$ cat config.mk
export PLATFORM = sky130hd
export DESIGN_NAME = reset_window_watchdog
export DESIGN_NICKNAME = d
export VERILOG_FILES = /design/src/logic/rww_pkg.sv /design/src/logic/reset_window_watchdog.sv
export SDC_FILE = /design/constraint.sdc
export NUM_CORES = 1
export LEC_CHECK = 0
export BUFFER_PORTS_ARGS = -buffer_cell sky130_fd_sc_hd__buf_2
export CAP_MARGIN = 5
export CORE_ASPECT_RATIO = 0.6
export CORE_MARGIN = 4
export CORE_UTILIZATION = 56
export DETAILED_ROUTE_END_ITERATION = 7
export GPL_TIMING_DRIVEN = 1
export PLACE_DENSITY = 0.83
export SYNTH_ARGS = -nofsm -noshare
export SYNTH_HDL_FRONTEND = slang
export SYNTH_SLANG_ARGS = --single-unit
export TNS_END_PERCENT = 30
$ cat constraint.sdc
create_clock -name clk -period 2.5 [get_ports clk]
set_input_delay 0.125 -clock clk [delete_from_list [all_inputs] [get_ports clk]]
set_output_delay 0.125 -clock clk [all_outputs]
set_load 0.05 [all_outputs]
$ cat src/logic/rww_pkg.sv
// Shared constants and carriers for the reset sequencer and window watchdog
package rww_pkg;
   localparam int unsigned RESET_TIMEOUT_TICKS = 64;
   localparam int unsigned KICK_IGNORE_DELAY_TICKS = 33;
   localparam int unsigned WINDOW_LOWER_BOUND_TICKS = 4;
   localparam int unsigned WINDOW_UPPER_BOUND_TICKS = 64;
   localparam int unsigned RESET_TB_DIV_DEFAULT = 16;
   localparam int unsigned WATCHDOG_TB_DIV_DEFAULT = 16;
   localparam int unsigned SYNC_STAGES = 3;
   localparam logic [6:0] COUNT_RESET_VALUE = 7'h00;

   typedef struct packed {
      logic hv_regulation_good;
      logic lv_regulation_good;
      logic watchdog_kick;
      logic watchdog_enable_n;
   } pin_in_t;

   typedef struct packed {
      logic hv_reset_oe;
      logic lv_reset_oe;
      logic watchdog_fault_oe;
      logic all_regulated_n;
   } pin_out_t;

   typedef enum logic [1:0] {
      WD_OFF,
      WD_DELAY,
      WD_WATCH,
      WD_FAULT
   } wd_state_t;
endpackage : rww_pkg

$ cat src/logic/reset_window_watchdog.sv
// Power-on reset sequencer and window watchdog on one system clock
// Notes on behaviour
// - Both channels' reset timeouts come from one shared reset-timebase tick.
// - Reset timeout is 64 reset-timebase ticks, same for both channels.
// - Regulation-good starts the reset timebase; timeout later that reset releases.
// - Resets and fault output only pull low or release, never drive high.
// - Watchdog timebase runs only after both resets are released.
// - After release, ignore kicks for 33 watchdog-timebase ticks.
// - After the delay, only falling kick edges are watched.
// - Kick edges under 4 ticks apart cause one reset-timeout fault pulse.
// - No kick edge within 64 ticks causes a fault pulse at expiry.
// - A kick inside the window restarts the watchdog count from zero.
// - Good kicks keep reset timebase stopped and fault output released.
// - After a fault pulse, a new delay period starts.
// - Enable input high disables the watchdog, no new fault pulses; a fault pulse already running completes.
// - All-regulated output goes low only when both channels regulate.
`timescale 1ns/1ps
module reset_window_watchdog
   import rww_pkg::*;
#(
   parameter int unsigned RESET_TB_DIV = RESET_TB_DIV_DEFAULT,
   parameter int unsigned WATCHDOG_TB_DIV = WATCHDOG_TB_DIV_DEFAULT
) (
   input wire logic clk,
   input wire logic arst_n,
   input wire rww_pkg::pin_in_t pins_in,
   output rww_pkg::pin_out_t pins_out,
   output logic hv_reset_n,
   output logic lv_reset_n,
   output logic watchdog_fault_n
);
   import rww_pkg::*;

   localparam int DIVW = 16;

   logic rst_meta_r;
   logic rst_sync_r;
   logic [SYNC_STAGES-1:0] hv_good_sync_r;
   logic [SYNC_STAGES-1:0] lv_good_sync_r;
   logic [SYNC_STAGES-1:0] kick_sync_r;
   logic [SYNC_STAGES-1:0] wde_sync_r;
   logic hv_good_r;
   logic lv_good_r;
   logic kick_r;
   logic wd_disable_r;
   logic kick_fall;
   logic [DIVW-1:0] rtb_div_r;
   logic [DIVW-1:0] wtb_div_r;
   logic rtb_tick;
   logic wtb_tick;
   logic rtb_run;
   logic wtb_run;
   logic [6:0] hv_cnt_r;
   logic [6:0] lv_cnt_r;
   logic hv_rel_r;
   logic lv_rel_r;
   logic [6:0] wd_cnt_r;
   logic [6:0] fault_cnt_r;
   wd_state_t wd_state_r;
   logic hv_oe_r;
   logic lv_oe_r;
   logic fault_oe_r;
   logic all_reg_n_r;
   logic hv_pin_r;
   logic lv_pin_r;
   logic fault_pin_r;

   // Reset release through two flops
   always_ff @(posedge clk or negedge arst_n) begin
      if (!arst_n) begin
         rst_meta_r <= 1'b0;
         rst_sync_r <= 1'b0;
      end else begin
         rst_meta_r <= 1'b1;
         rst_sync_r <= rst_meta_r;
      end
   end

   // Pin synchronisers; a change counts when stages two and three agree
   always_ff @(posedge clk or negedge rst_sync_r) begin
      if (!rst_sync_r) begin
         hv_good_sync_r <= '0;
         hv_good_r <= 1'b0;
      end else begin
         hv_good_sync_r <= {hv_good_sync_r[SYNC_STAGES-2:0], pins_in.hv_regulation_good};
         if (hv_good_sync_r[1] == hv_good_sync_r[2]) begin
            hv_good_r <= hv_good_sync_r[2];
         end
      end
   end

   always_ff @(posedge clk or negedge rst_sync_r) begin
      if (!rst_sync_r) begin
         lv_good_sync_r <= '0;
         lv_good_r <= 1'b0;
      end else begin
         lv_good_sync_r <= {lv_good_sync_r[SYNC_STAGES-2:0], pins_in.lv_regulation_good};
         if (lv_good_sync_r[1] == lv_good_sync_r[2]) begin
            lv_good_r <= lv_good_sync_r[2];
         end
      end
   end

   // Kick idles high after reset so no false falling edge follows it
   always_ff @(posedge clk or negedge rst_sync_r) begin
      if (!rst_sync_r) begin
         kick_sync_r <= '1;
         kick_r <= 1'b1;
      end else begin
         kick_sync_r <= {kick_sync_r[SYNC_STAGES-2:0], pins_in.watchdog_kick};
         if (kick_sync_r[1] == kick_sync_r[2]) begin
            kick_r <= kick_sync_r[2];
         end
      end
   end

   // Disabled until the enable pin is seen low
   always_ff @(posedge clk or negedge rst_sync_r) begin
      if (!rst_sync_r) begin
         wde_sync_r <= '1;
         wd_disable_r <= 1'b1;
      end else begin
         wde_sync_r <= {wde_sync_r[SYNC_STAGES-2:0], pins_in.watchdog_enable_n};
         if (wde_sync_r[1] == wde_sync_r[2]) begin
            wd_disable_r <= wde_sync_r[2];
         end
      end
   end

   // Falling edges only; level changes upward are not events
   assign kick_fall = kick_r && (kick_sync_r[1] == kick_sync_r[2]) && !kick_sync_r[2];

   // Shared reset timebase runs while a channel times out or a fault pulse lasts
   assign rtb_run = (hv_good_r && !hv_rel_r) || (lv_good_r && !lv_rel_r)
      || (wd_state_r == WD_FAULT);
   assign wtb_run = hv_rel_r && lv_rel_r && !wd_disable_r;

   always_ff @(posedge clk or negedge rst_sync_r) begin
      if (!rst_sync_r) begin
         rtb_div_r <= '0;
      end else if (!rtb_run) begin
         rtb_div_r <= '0;
      end else if (rtb_div_r == DIVW'(RESET_TB_DIV - 1)) begin
         rtb_div_r <= '0;
      end else begin
         rtb_div_r <= rtb_div_r + 1'b1;
      end
   end
   assign rtb_tick = rtb_run && (rtb_div_r == DIVW'(RESET_TB_DIV - 1));

   // Watchdog timebase restarts on a valid kick so counts start from zero
   always_ff @(posedge clk or negedge rst_sync_r) begin
      if (!rst_sync_r) begin
         wtb_div_r <= '0;
      end else if (!wtb_run || (wd_state_r == WD_WATCH && kick_fall)) begin
         wtb_div_r <= '0;
      end else if (wtb_div_r == DIVW'(WATCHDOG_TB_DIV - 1)) begin
         wtb_div_r <= '0;
      end else begin
         wtb_div_r <= wtb_div_r + 1'b1;
      end
   end
   assign wtb_tick = wtb_run && (wtb_div_r == DIVW'(WATCHDOG_TB_DIV - 1));

   // Per-channel reset timeout; losing regulation re-asserts the reset
   always_ff @(posedge clk or negedge rst_sync_r) begin
      if (!rst_sync_r) begin
         hv_cnt_r <= COUNT_RESET_VALUE;
         hv_rel_r <= 1'b0;
      end else if (!hv_good_r) begin
         hv_cnt_r <= COUNT_RESET_VALUE;
         hv_rel_r <= 1'b0;
      end else if (!hv_rel_r && rtb_tick) begin
         if (hv_cnt_r == 7'(RESET_TIMEOUT_TICKS - 1)) begin
            hv_rel_r <= 1'b1;
         end
         hv_cnt_r <= hv_cnt_r + 7'h01;
      end
   end

   always_ff @(posedge clk or negedge rst_sync_r) begin
      if (!rst_sync_r) begin
         lv_cnt_r <= COUNT_RESET_VALUE;
         lv_rel_r <= 1'b0;
      end else if (!lv_good_r) begin
         lv_cnt_r <= COUNT_RESET_VALUE;
         lv_rel_r <= 1'b0;
      end else if (!lv_rel_r && rtb_tick) begin
         if (lv_cnt_r == 7'(RESET_TIMEOUT_TICKS - 1)) begin
            lv_rel_r <= 1'b1;
         end
         lv_cnt_r <= lv_cnt_r + 7'h01;
      end
   end

   // Watchdog sequence
   always_ff @(posedge clk or negedge rst_sync_r) begin
      if (!rst_sync_r) begin
         wd_state_r <= WD_OFF;
         wd_cnt_r <= COUNT_RESET_VALUE;
         fault_cnt_r <= COUNT_RESET_VALUE;
      end else if (!wtb_run && wd_state_r != WD_FAULT) begin
         wd_state_r <= WD_OFF;
         wd_cnt_r <= COUNT_RESET_VALUE;
         fault_cnt_r <= COUNT_RESET_VALUE;
      end else begin
         case (wd_state_r)
            WD_OFF: begin
               wd_state_r <= WD_DELAY;
               wd_cnt_r <= COUNT_RESET_VALUE;
            end
            WD_DELAY: begin
               // Kicks are ignored here
               if (wtb_tick) begin
                  if (wd_cnt_r == 7'(KICK_IGNORE_DELAY_TICKS - 1)) begin
                     wd_state_r <= WD_WATCH;
                     wd_cnt_r <= COUNT_RESET_VALUE;
                  end else begin
                     wd_cnt_r <= wd_cnt_r + 7'h01;
                  end
               end
            end
            WD_WATCH: begin
               if (kick_fall) begin
                  if (wd_cnt_r < 7'(WINDOW_LOWER_BOUND_TICKS)) begin
                     wd_state_r <= WD_FAULT;
                     fault_cnt_r <= COUNT_RESET_VALUE;
                  end
                  wd_cnt_r <= COUNT_RESET_VALUE;
               end else if (wtb_tick) begin
                  if (wd_cnt_r == 7'(WINDOW_UPPER_BOUND_TICKS - 1)) begin
                     wd_state_r <= WD_FAULT;
                     fault_cnt_r <= COUNT_RESET_VALUE;
                     wd_cnt_r <= COUNT_RESET_VALUE;
                  end else begin
                     wd_cnt_r <= wd_cnt_r + 7'h01;
                  end
               end
            end
            WD_FAULT: begin
               // Pulse length is the reset timeout, on the reset timebase
               if (rtb_tick) begin
                  if (fault_cnt_r == 7'(RESET_TIMEOUT_TICKS - 1)) begin
                     wd_state_r <= WD_DELAY;
                     wd_cnt_r <= COUNT_RESET_VALUE;
                     fault_cnt_r <= COUNT_RESET_VALUE;
                  end else begin
                     fault_cnt_r <= fault_cnt_r + 7'h01;
                  end
               end
            end
            default: begin
               wd_state_r <= WD_OFF;
            end
         endcase
      end
   end

   // Output flops; open-drain pins only pull low (enable high) or float
   always_ff @(posedge clk or negedge rst_sync_r) begin
      if (!rst_sync_r) begin
         hv_oe_r <= 1'b1;
         lv_oe_r <= 1'b1;
      end else begin
         hv_oe_r <= !hv_rel_r;
         lv_oe_r <= !lv_rel_r;
      end
   end

   always_ff @(posedge clk or negedge rst_sync_r) begin
      if (!rst_sync_r) begin
         fault_oe_r <= 1'b0;
         all_reg_n_r <= 1'b1;
      end else begin
         fault_oe_r <= (wd_state_r == WD_FAULT);
         all_reg_n_r <= !(hv_good_r && lv_good_r);
      end
   end

   // Pin value flops; never high, so wired-OR of low assertions stays safe
   always_ff @(posedge clk or negedge rst_sync_r) begin
      if (!rst_sync_r) begin
         hv_pin_r <= 1'b0;
         lv_pin_r <= 1'b0;
         fault_pin_r <= 1'b0;
      end else begin
         hv_pin_r <= 1'b0;
         lv_pin_r <= 1'b0;
         fault_pin_r <= 1'b0;
      end
   end

   assign pins_out.hv_reset_oe = hv_oe_r;
   assign pins_out.lv_reset_oe = lv_oe_r;
   assign pins_out.watchdog_fault_oe = fault_oe_r;
   assign pins_out.all_regulated_n = all_reg_n_r;
   // Output value of each open-drain pin is a constant low
   assign hv_reset_n = hv_pin_r;
   assign lv_reset_n = lv_pin_r;
   assign watchdog_fault_n = fault_pin_r;
endmodule : reset_window_watchdog

# Word level (Yosys, flattened, before mapping)
# Cells that the tools add are included.
[totals] regBits=86 wordCells=126 out_inout_bits=7 inputBits=6
[classes] n_mux=41 n_reduce_logical=29 n_eq_ne=26 addsub=6 n_lt_le_gt_ge=1
[op_table] operator="2-to-1 mux 7 bit" n=19
[op_table] operator="2-to-1 mux 16 bit" n=4
[op_table] operator="equality test 7 x 6 -> 1 bit (second input constant)" n=5
[op_table] operator="adder 16 x 1 -> 16 bit (second input constant)" n=2
[op_table] operator="equality test 16 x 4 -> 1 bit (second input constant)" n=2
[op_table] operator="adder 7 x 1 -> 7 bit (second input constant)" n=4
[op_table] operator="one-hot mux 7 bit (4 select lines)" n=1
[op_table] operator="2-to-1 mux 2 bit" n=9
[op_table] operator="one-hot mux 7 bit (2 select lines)" n=1
[op_table] operator="logical AND 1 bit" n=13
[op_table] operator="!= test 3 bit (second input constant)" n=4
[op_table] operator="!= test 2 x 1 -> 1 bit (second input constant)" n=4
[op_table] operator="!= test 4 x 2 -> 1 bit (second input constant)" n=2
[op_table] operator="one-hot mux 2 bit (4 select lines)" n=1
[op_table] operator="less-than comparator 7 x 3 -> 1 bit (second input constant)" n=1
[op_table] operator="AND reduction 7 bit" n=1
[op_table] operator="logical NOT 1 bit" n=6
[op_table] operator="2-to-1 mux 1 bit" n=6
[op_table] operator="AND reduction 5 bit" n=1
[op_table] operator="equality test 1 bit" n=4
[op_table] operator="equality test 2 bit (second input constant)" n=2
[op_table] operator="!= test 4 x 3 -> 1 bit (second input constant)" n=1
[op_table] operator="AND reduction 2 bit" n=2
[op_table] operator="AND reduction 4 bit" n=1
[op_table] operator="other kinds (5)" n=7

# Logic depth before layout (Yosys ltp)
# Gate-level depths: netlist of the first run.
[logic_depth] word_depth=8 mapped_depth=9 ltp_nobuf=8

# Worst setup path before layout of the first run
# OpenSTA, ideal clock, no wires.
[synth_path] kind="register to register" startpoint="reg wd_cnt_r[4]" endpoint="reg wd_state_r[1]" synth_period_minus_slack_ns=2.186 slack_ns=0.314 stages_incl_launch_ff=6 arrival_time_ns=2.062 required_ns=2.375 path_buffers=0 setup_time_ns=0.125 path_cell_list="dfrtp_1 or4_4 o21ai_0 o21ai_0 a211oi_2 mux2_2"
[synth_between] elab_chain_cells=3 word_cells_on_any_way=7 classes_between="order compare: 1; eq/ne: 5; reduce/logical: 1"
[synth_rtl] element="start, declared" line_no="reset_window_watchdog.sv:57" source="logic [6:0] wd_cnt_r;"
[synth_rtl] element="start signal, assigned" line_no="reset_window_watchdog.sv:219" source="wd_cnt_r <= wd_cnt_r + 7'h01;"
[synth_rtl] element="start signal, assigned" line_no="reset_window_watchdog.sv:236" source="wd_cnt_r <= wd_cnt_r + 7'h01;"
[synth_rtl] element="less-than comparator 7 x 3 -> 1 bit (tied with other cells)" line_no="reset_window_watchdog.sv:225" source="if (wd_cnt_r < 7'(WINDOW_LOWER_BOUND_TICKS)) begin"
[synth_rtl] element="!= test 4 x 2 -> 1 bit (no line) / != test 3 bit (equally long branches)"
[synth_rtl] element="AND reduction 7 bit (no line) *"
[synth_rtl] element="end signal, assigned" line_no="reset_window_watchdog.sv:226" source="wd_state_r <= WD_FAULT;"
[synth_rtl] element="end signal, assigned" line_no="reset_window_watchdog.sv:232" source="wd_state_r <= WD_FAULT;"
[synth_rtl] element="end signal, assigned" line_no="reset_window_watchdog.sv:244" source="wd_state_r <= WD_DELAY;"
[synth_rtl] element="end, declared" line_no="reset_window_watchdog.sv:59" source="wd_state_t wd_state_r;"
# Mark *: on every way between the ends. The rest lies on a longest branch, timed or not.
# A chain may end at the register's enable or synchronous reset.

# Worst setup path in the final report of the first run
# Same ends and word-level chain as after synthesis.

==> metrics.cfg, run 1 <==
[clock_tree]
root_buffer=clkbuf_16
clk_latency_ps=340
path_clk_slew_ps=60
cts_buffer_depth=2
cts_tree=done
cts_sinks=86
cts_buffers=9
ctsHtreeMaxLevel=3

[synth]
synth_warnings=0
ys_types=53
synthTopCellsByArea=dfrtp_1, dfstp_2, nor2_1
synth_top_area_share_pct=46.5
synth_seq_cells=86
yosysTopAreaCell=dfrtp_1
synth.cell_area_um2=4040
yosysSeqAreaShare_pct=53.6
async_flop_share_pct=100
synth_area_per_cell_um2=10.4
synth_edf_count=0
synthFlopType=dfrtp_1
syn_inst=387

[global_route]
first_global_vias=2811
antenna_found_initial=0
grt_overflow=0
gr-max-usage-layer=met2
met2_usage_pct=28.9
grt_pass1_wl_um=13400
grt_util_all_layers_pct=19.8
grt_util_met3_pct=6.31
grt_max_degree=45
met1_usage_pct=27.6

[route]
drtIter0Drc=311
firstDrtPassIters=4
num_vias=2828
wl_per_cell_um=15.1
viasPerCell=5.62
drcViolationCount=0
drtAntennaViolNets=0
routed_wl_um=7620

[worst_setup_path]
worstPathArrival_ps=2570
r2r-end=wd_state_r[1]
r2r_slack_ps=160
start_kind=flip-flop
path_cells=or4_4 -> o21ai_0 -> o21ai_1 -> a211oi_2 -> mux2_2
required_ps=2730
cp_max_fo=6
rr_worst_depth=5
path_class=flip-flop to flip-flop
end_kind=flip-flop
cpMaxStageDelayCell=or4_4
cpPeakStageDelay_ps=560
reg2reg_from=wd_cnt_r[4]

[layout]
drive_gt1_share_pct=15.6
n_antenna_cell=0
fin_nets=427
areaGrowthSynthToFinish_pct=13.0

[flow_run]
maxCapViolCount=0

[floorplanning]
io_pins=13
core_area_um2=6850
die_area_um2=8680
rows=23
dieHeight_um=73.8
initial_core_util_pct=59.0
chipWidth_um=118

[sta]
max_clock_freq_ghz=0.427
slew_headroom_pct=59.4
hold_viol_final=0
tightest_slew_ps=603
totalNegativeSetupSlack_ps=0
setup_ws_ps=161
setup_violations=0
drv_slew=0
fin_skew_ps=6.91
rsz0062_at_grt=no
final.min_clock_period_ps=2340
finalCritPeriodShare_pct=93.6

[pwr]
peakVddDrop_mv=0.338
powerDensity_nw_per_um2=652
p_leak_nw=2.00

[place]
port_buffers=9
dp_hpwl_um=5430
gp_congestion=0.876
pre_cts_slack_ps=73.7

[worst_hold_path]
hp-class=primary input to async pin

[run_status]
outcome=finished, final reports clean

## registers in the layout (all words and copies together), names as in the netlist, 2 cells and up
| name | cells |
|---|---|
| fault_cnt_r | 7 |
| hv_cnt_r | 7 |
| hv_good_sync_r | 3 |
| kick_sync_r | 3 |
| lv_cnt_r | 7 |
| lv_good_sync_r | 3 |
| rtb_div_r | 16 |
| wd_cnt_r | 7 |
| wd_state_r | 2 |
| wde_sync_r | 3 |
| wtb_div_r | 16 |
## timing repair
action,in CTS,in global routing
buffers inserted,0,0
gates resized for setup,0,5
hold endpoints to repair,6,0
hold buffers,5,0
setup endpoints to repair,0,5
## layer usage
metal / part of all wire (%) / up-vias
met5: 0 / -
met4: 1.2 / 0
met3: 4.4 / 10
met2: 44 / 56
met1: 51 / 1383
li1: - / 1379
## through the flow
stage	utilization, %	hold WS [ps]	cells	power [mW]	instance area [um2]
after global routing	66.7	108	503	3.10	4570
after detailed placement	61.3	-89.1	482	1.65	4200
final	66.7	101	503	2.98	4570
after global placement	61.3	-89.9	482	1.64	4200
after floorplan	-	-171	389	1.61	4050
after CTS	66.5	92.6	503	3.00	4550
## logic make-up after synthesis
logic type / count (synthesis) / synth area share [%]
compound gates: 47 / 8.30
xor+xnor: 35 / 7.59
fa+ha+maj: 14 / 4.09
buf+inv: 25 / 3.16
flops: 86 / 53.6
mux: 3 / 0.805
other cells: 2 / 0.186
simple gates: 175 / 22.2
## cell usage after synthesis (all sizes together) (7+ instances only)
library cell / number
and2: 13
and3: 7
buf: 8
dfrtp: 75
dfstp: 11
ha: 10
inv: 11
nand2: 33
nand3: 22
nand4: 13
nor2: 49
nor3: 7
nor4: 8
o21ai: 17
xnor2: 15
xor2: 20
## critical path, delay by kind of cell, from the launching register on
kind	cells	cell delay [ps]
AO/OA/AOI/OAI	3	860
AND/OR/NAND/NOR	1	560
multiplexers	1	360
flip-flops	1	440
## cells in the final DEF (no fill, tap or decap), types with 3 or more instances in the layout
cell	n
and2_1	13
buf_4	11
nand3_1	22
o21ai_1	4
inv_1	11
ha_1	10
xor2_1	20
conb_1	4
dfrtp_1	74
nor2_1	48
and3_1	7
o21a_1	5
o21ai_0	13
dlygate4sd3_1	5
dfstp_2	11
nor4_1	6
nor2b_1	5
nand4_1	12
maj3_1	4
or2_2	3
nand2_1	33
a21oi_1	6
clkbuf_16	9
nor3_1	6
or3_1	3
xnor2_1	15
buf_2	9
and4_1	3
## report_power, final
| group | internal, mW | switching [mW] | total [mW] |
|---|---|---|---|
| combinational | 0.0549 | 0.0767 | 0.132 |
| clock | 0.803 | 0.539 | 1.34 |
| sequential | 1.45 | 0.0593 | 1.51 |
## cell type report
class / count / area [um2]
fill: 515 / 2280
inverter: 11 / 41.3
clock buffer: 11 / 243
tap: 87 / 109
timing repair buffer: 25 / 178
sequential: 86 / 2170
multi-input combinational: 278 / 1770
clock inverter: 5 / 60.1
## worst max-delay path by stage
stage                             from              to  slack, ps
after floorplan            wd_cnt_r[4]   wd_state_r[1]        310
after global placement     wd_cnt_r[4]   wd_state_r[1]        230
after detailed placement   wd_cnt_r[4]   wd_state_r[1]         70
after CTS                  wd_cnt_r[4]   wd_state_r[1]         70
after global routing      rtb_div_r[0]  fault_cnt_r[5]         50
final                      wd_cnt_r[4]   wd_state_r[1]        160
Note: power is estimated with default switching activity, not from simulation.
==> run 2, diff against run 1 <==
Settings changed: PLACE_DENSITY 0.83 to 0.86.
==> metrics.cfg, run 2 (synthesized netlist as in run 1, its figures left out) <==
[global_route]
first_global_vias=2695
grt_max_degree=56
grt_util_all_layers_pct=19.7
antenna_found_initial=0
grt_overflow=0
grt_pass1_wl_um=13200

[layout]
areaGrowthSynthToFinish_pct=12.6
utilization_pct=66.4
fillers=491
n_antenna_cell=0
fin_nets=425
final_common_cell=dfrtp_1
drive_gt1_share_pct=14.7
top_regs=rtb_div_r x16, wtb_div_r x16
most-common-layout-cells=dfrtp_1, nor2_1, nand2_1

[sta]
whs_ps=84.6
max_clock_freq_ghz=0.430
setup_violations=0
hold_viol_final=0
slew_headroom_pct=53.6
drv_slew=0
rsz0062_at_grt=no
final.min_clock_period_ps=2320
finalCritPeriodShare_pct=92.9
fin_skew_ps=6.27
tightest_slew_ps=696
totalNegativeSetupSlack_ps=0
setup_ws_ps=176

[route]
num_vias=2879
drtAntennaViolNets=0
drtIter0Drc=294
viasPerCell=5.75
firstDrtPassIters=5
drcViolationCount=0
routed_wl_um=7740
wl_per_cell_um=15.4

[clock_tree]
path_clk_slew_ps=60
clk_latency_ps=340
cts_buffer_depth=2
cts_sinks=86
cts_tree=done
cts_setup_buffers=0
cts_buffers=9
ctsHtreeMaxLevel=3
root_buffer=clkbuf_16

[place]
dp_hpwl_um=5250
pre_cts_slack_ps=112
port_buffers=9
gp_congestion=0.864

[worst_setup_path]
worstPathArrival_ps=2550
required_ps=2720
cpPeakStageDelay_ps=570
end_kind=flip-flop
path_class=flip-flop to flip-flop
cpMaxStageDelayCell=or4_4
start_kind=flip-flop
cp_max_fo=6
path_cells=or4_4 -> o21ai_0 -> o21ai_1 -> a211oi_2 -> mux2_2

[flow_run]
maxCapViolCount=0

[pwr]
powerDensity_nw_per_um2=648
peakVddDrop_mv=0.491
p_leak_nw=1.98

[floorplanning]
dieHeight_um=73.8
initial_core_util_pct=59.0
rows=23
core_area_um2=6850
io_pins=13
chipWidth_um=118
die_area_um2=8680

[worst_hold_path]
hp-class=primary input to async pin

[run_status]
outcome=finished, final reports clean

[run 2: changes by cell type in the layout (fill, tap and decap cells not counted), sizes merged]
cell,before,now
clkinvlp,1,2
inv,11,12
clkinv,3,1
buf,20,18
[run 2: timing repair]
item	in CTS	in global routing
resized for setup	0	3
endpoints found under the setup margin	0	4
hold endpoints to repair	6	0
hold buffers	5	0
[run 2: worst paths after layout]
kind	cells after the start	slack, ps	start	to
max	5	180	wd_cnt_r[4]	wd_state_r[1]
min	2	80	arst_n	rst_meta_r
max reg2reg	5	180	wd_cnt_r[4]	wd_state_r[1]
min reg2reg	0	350	lv_good_sync_r[0]	lv_good_sync_r[1]
max in group asynchronous	1	1430	rst_sync_r	wde_sync_r[2]
min in group clk	0	350	lv_good_sync_r[0]	lv_good_sync_r[1]
[run 2: stage by stage]
stage	area [um2]	std cells	power (mW)
2_1_floorplan	4050	389	1.61
3_3_place_gp	4200	480	1.65
3_5_place_dp	4200	480	1.66
4_1_cts	4540	501	2.98
5_1_grt	4550	501	3.07
6_report	4550	501	2.95
[run 2: cell type report]
| type | instances | area, um2 | share of cell area (%) |
|---|---|---|---|
| repair buffers | 23 | 175 | 3.85 |
| clock inverters | 5 | 58.8 | 1.29 |
| flip-flops and latches | 86 | 2170 | 47.7 |
| multi-input cells | 278 | 1760 | 38.7 |
| clock buffers | 11 | 233 | 5.12 |
| well taps | 87 | 109 | 2.39 |
| inverters | 11 | 41.3 | 0.908 |
[run 2: where the power goes]
part / internal, mW / leakage [nW] / switching [mW]
sequential: 1.45 / 1.14 / 0.0590
combinational: 0.0576 / 0.709 / 0.0784
clock: 0.776 / 0.136 / 0.530
total: 2.28 / 1.98 / 0.667
[run 2: critical path, delay by kind of cell, from the launching register on]
family,cells,cell delay (ps)
and+or+nand+nor,1,570
muxes,1,370
AOI/OAI and AO/OA,3,850
DFF,1,430
[run 2: metal layers]
layer | vias up | global-route usage [%] | wire length, um | part of all wire [%]
li1 | 1378 | - | - | -
met1 | 1378 | 28.4 | 3800 | 49
met2 | 106 | 28.5 | 3340 | 43
met3 | 17 | 7.23 | 505 | 6.5
met4 | 0 | 5.06 | 89 | 1.2
met5 | - | 0 | 0 | 0
==> run 3, diff against run 2 <==
==> constraint.sdc (replaced) <==
create_clock -name clk -period 2.5 [get_ports clk]
set_input_delay 0.25 -clock clk [delete_from_list [all_inputs] [get_ports clk]]
set_output_delay 0.25 -clock clk [all_outputs]
set_load 0.05 [all_outputs]
==> metrics.cfg, run 3 (synthesized netlist as in run 1, its figures left out) <==
[layout]
fin_nets=422
regArea_um2=2170
top_regs=rtb_div_r x16, wtb_div_r x16
most-common-layout-cells=dfrtp_1, nor2_1, nand2_1
fillers=497
instances_no_fill=498
areaGrowthSynthToFinish_pct=11.8
n_antenna_cell=0
multiInputGateArea_um2=1760
drive_gt1_share_pct=14.8
final_common_cell=dfrtp_1

[place]
pre_cts_slack_ps=112
dp_hpwl_um=5250
gp_congestion=0.864
port_buffers=9
dp_cells=480

[sta]
setup_ws_ps=179
fin_skew_ps=6.56
final.min_clock_period_ps=2320
tightest_slew_ps=693
totalNegativeSetupSlack_ps=0
setup_violations=0
slew_headroom_pct=53.8
drv_slew=0
hold_viol_final=0
rsz0062_at_grt=no
finalCritPeriodShare_pct=92.8
max_clock_freq_ghz=0.431

[worst_setup_path]
start_kind=flip-flop
rr_worst_depth=5
worstPathArrival_ps=2550
required_ps=2730
r2r_slack_ps=180
cp_max_fo=6
reg2reg_from=wd_cnt_r[4]
end_kind=flip-flop
path_class=flip-flop to flip-flop
r2r-end=wd_state_r[1]

[clock_tree]
cts_tree=done
root_buffer=clkbuf_16
path_clk_slew_ps=60
ctsHtreeMaxLevel=3
cts_buffer_depth=2
cts_buffers=9
clk_latency_ps=340
cts_sinks=86

[global_route]
grt_overflow=0
grt_util_all_layers_pct=19.7
first_global_vias=2687
antenna_found_initial=0
grt_pass1_wl_um=13200
grt_max_degree=56

[pwr]
powerDensity_nw_per_um2=652
p_leak_nw=1.97
peakVddDrop_mv=0.491
p_total_mw=2.94

[worst_hold_path]
worstHoldStart=pins_in[3]
min_delay_worst_endpoint=hv_good_sync_r[0]
hp-class=primary input to flip-flop
holdPathStages=1

[route]
wl_per_cell_um=15.4
viasPerCell=5.73
routed_wl_um=7690
num_vias=2852
firstDrtPassIters=5
drcViolationCount=0
drtAntennaViolNets=0
drtIter0Drc=268

[floorplanning]
core_area_um2=6850
initial_core_util_pct=59.0
dieHeight_um=73.8
io_pins=13
die_area_um2=8680
rows=23
chipWidth_um=118

[run_status]
outcome=finished, final reports clean

[flow_run]
maxCapViolCount=0

==> run 3: cell count changes in the layout (fill, tap and decap cells not counted) <==
cell and delta:
dlygate4sd3_1 -3
==> run 3: layout make-up <==
type / instances / share of cell area (%)
timing repair buffer: 20 / 3.21
multi-input combinational: 278 / 39.0
clock buffer: 11 / 5.15
sequential: 86 / 48.0
tap: 87 / 2.41
inverter: 11 / 0.914
clock inverter: 5 / 1.30
==> run 3: power breakdown <==
part | total [mW] | leakage, nW | internal (mW) | switching (mW)
Sequential | 1.50 | 1.14 | 1.45 | 0.0588
Clock | 1.31 | 0.136 | 0.776 | 0.530
Combinational | 0.133 | 0.696 | 0.0546 | 0.0779
==> run 3: through the flow <==
step / cell area [um2] / hold WS [ps] / util (%)
after floorplan: 4050 / -45.6 / -
after detailed placement: 4200 / 35.9 / 61.3
final: 4520 / 13.2 / 65.9
after global placement: 4200 / 33.9 / 61.3
after global routing: 4520 / 0.948 / 65.9
after CTS: 4510 / 3.12 / 65.8
==> run 3: what timing repair did <==
item	4_1_cts	5_1_grt
resized for setup	0	3
hold buffers	2	0
setup buffers	0	0
endpoints found under the hold margin	3	0
endpoints found under the setup margin	0	4
==> run 3: worst max path at each step <==
stage	startpoint	depth (start not counted)	end
final	wd_cnt_r[4]	5	wd_state_r[1]
after global routing	wd_cnt_r[4]	5	wd_state_r[1]
after CTS	wd_cnt_r[4]	5	wd_state_r[1]
after detailed placement	wd_cnt_r[4]	5	wd_state_r[1]
after global placement	wd_cnt_r[4]	5	wd_state_r[1]
after floorplan	wd_cnt_r[4]	5	wd_state_r[1]
==> run 3: metal layers <==
metal	global-route usage (%)	vias to the layer above	part of all wire (%)
li1	-	1368	-
met1	28.4	1393	50
met2	28.4	82	43
met3	7.23	9	6.0
met4	5.06	0	1.0
met5	0	-	0
==> run 3: critical path: stages (launching register included) <==
cell and delay, ps:
dfrtp_1 420, or4_4 570, o21ai_0 290, o21ai_1 240, a211oi_2 320, mux2_2 370
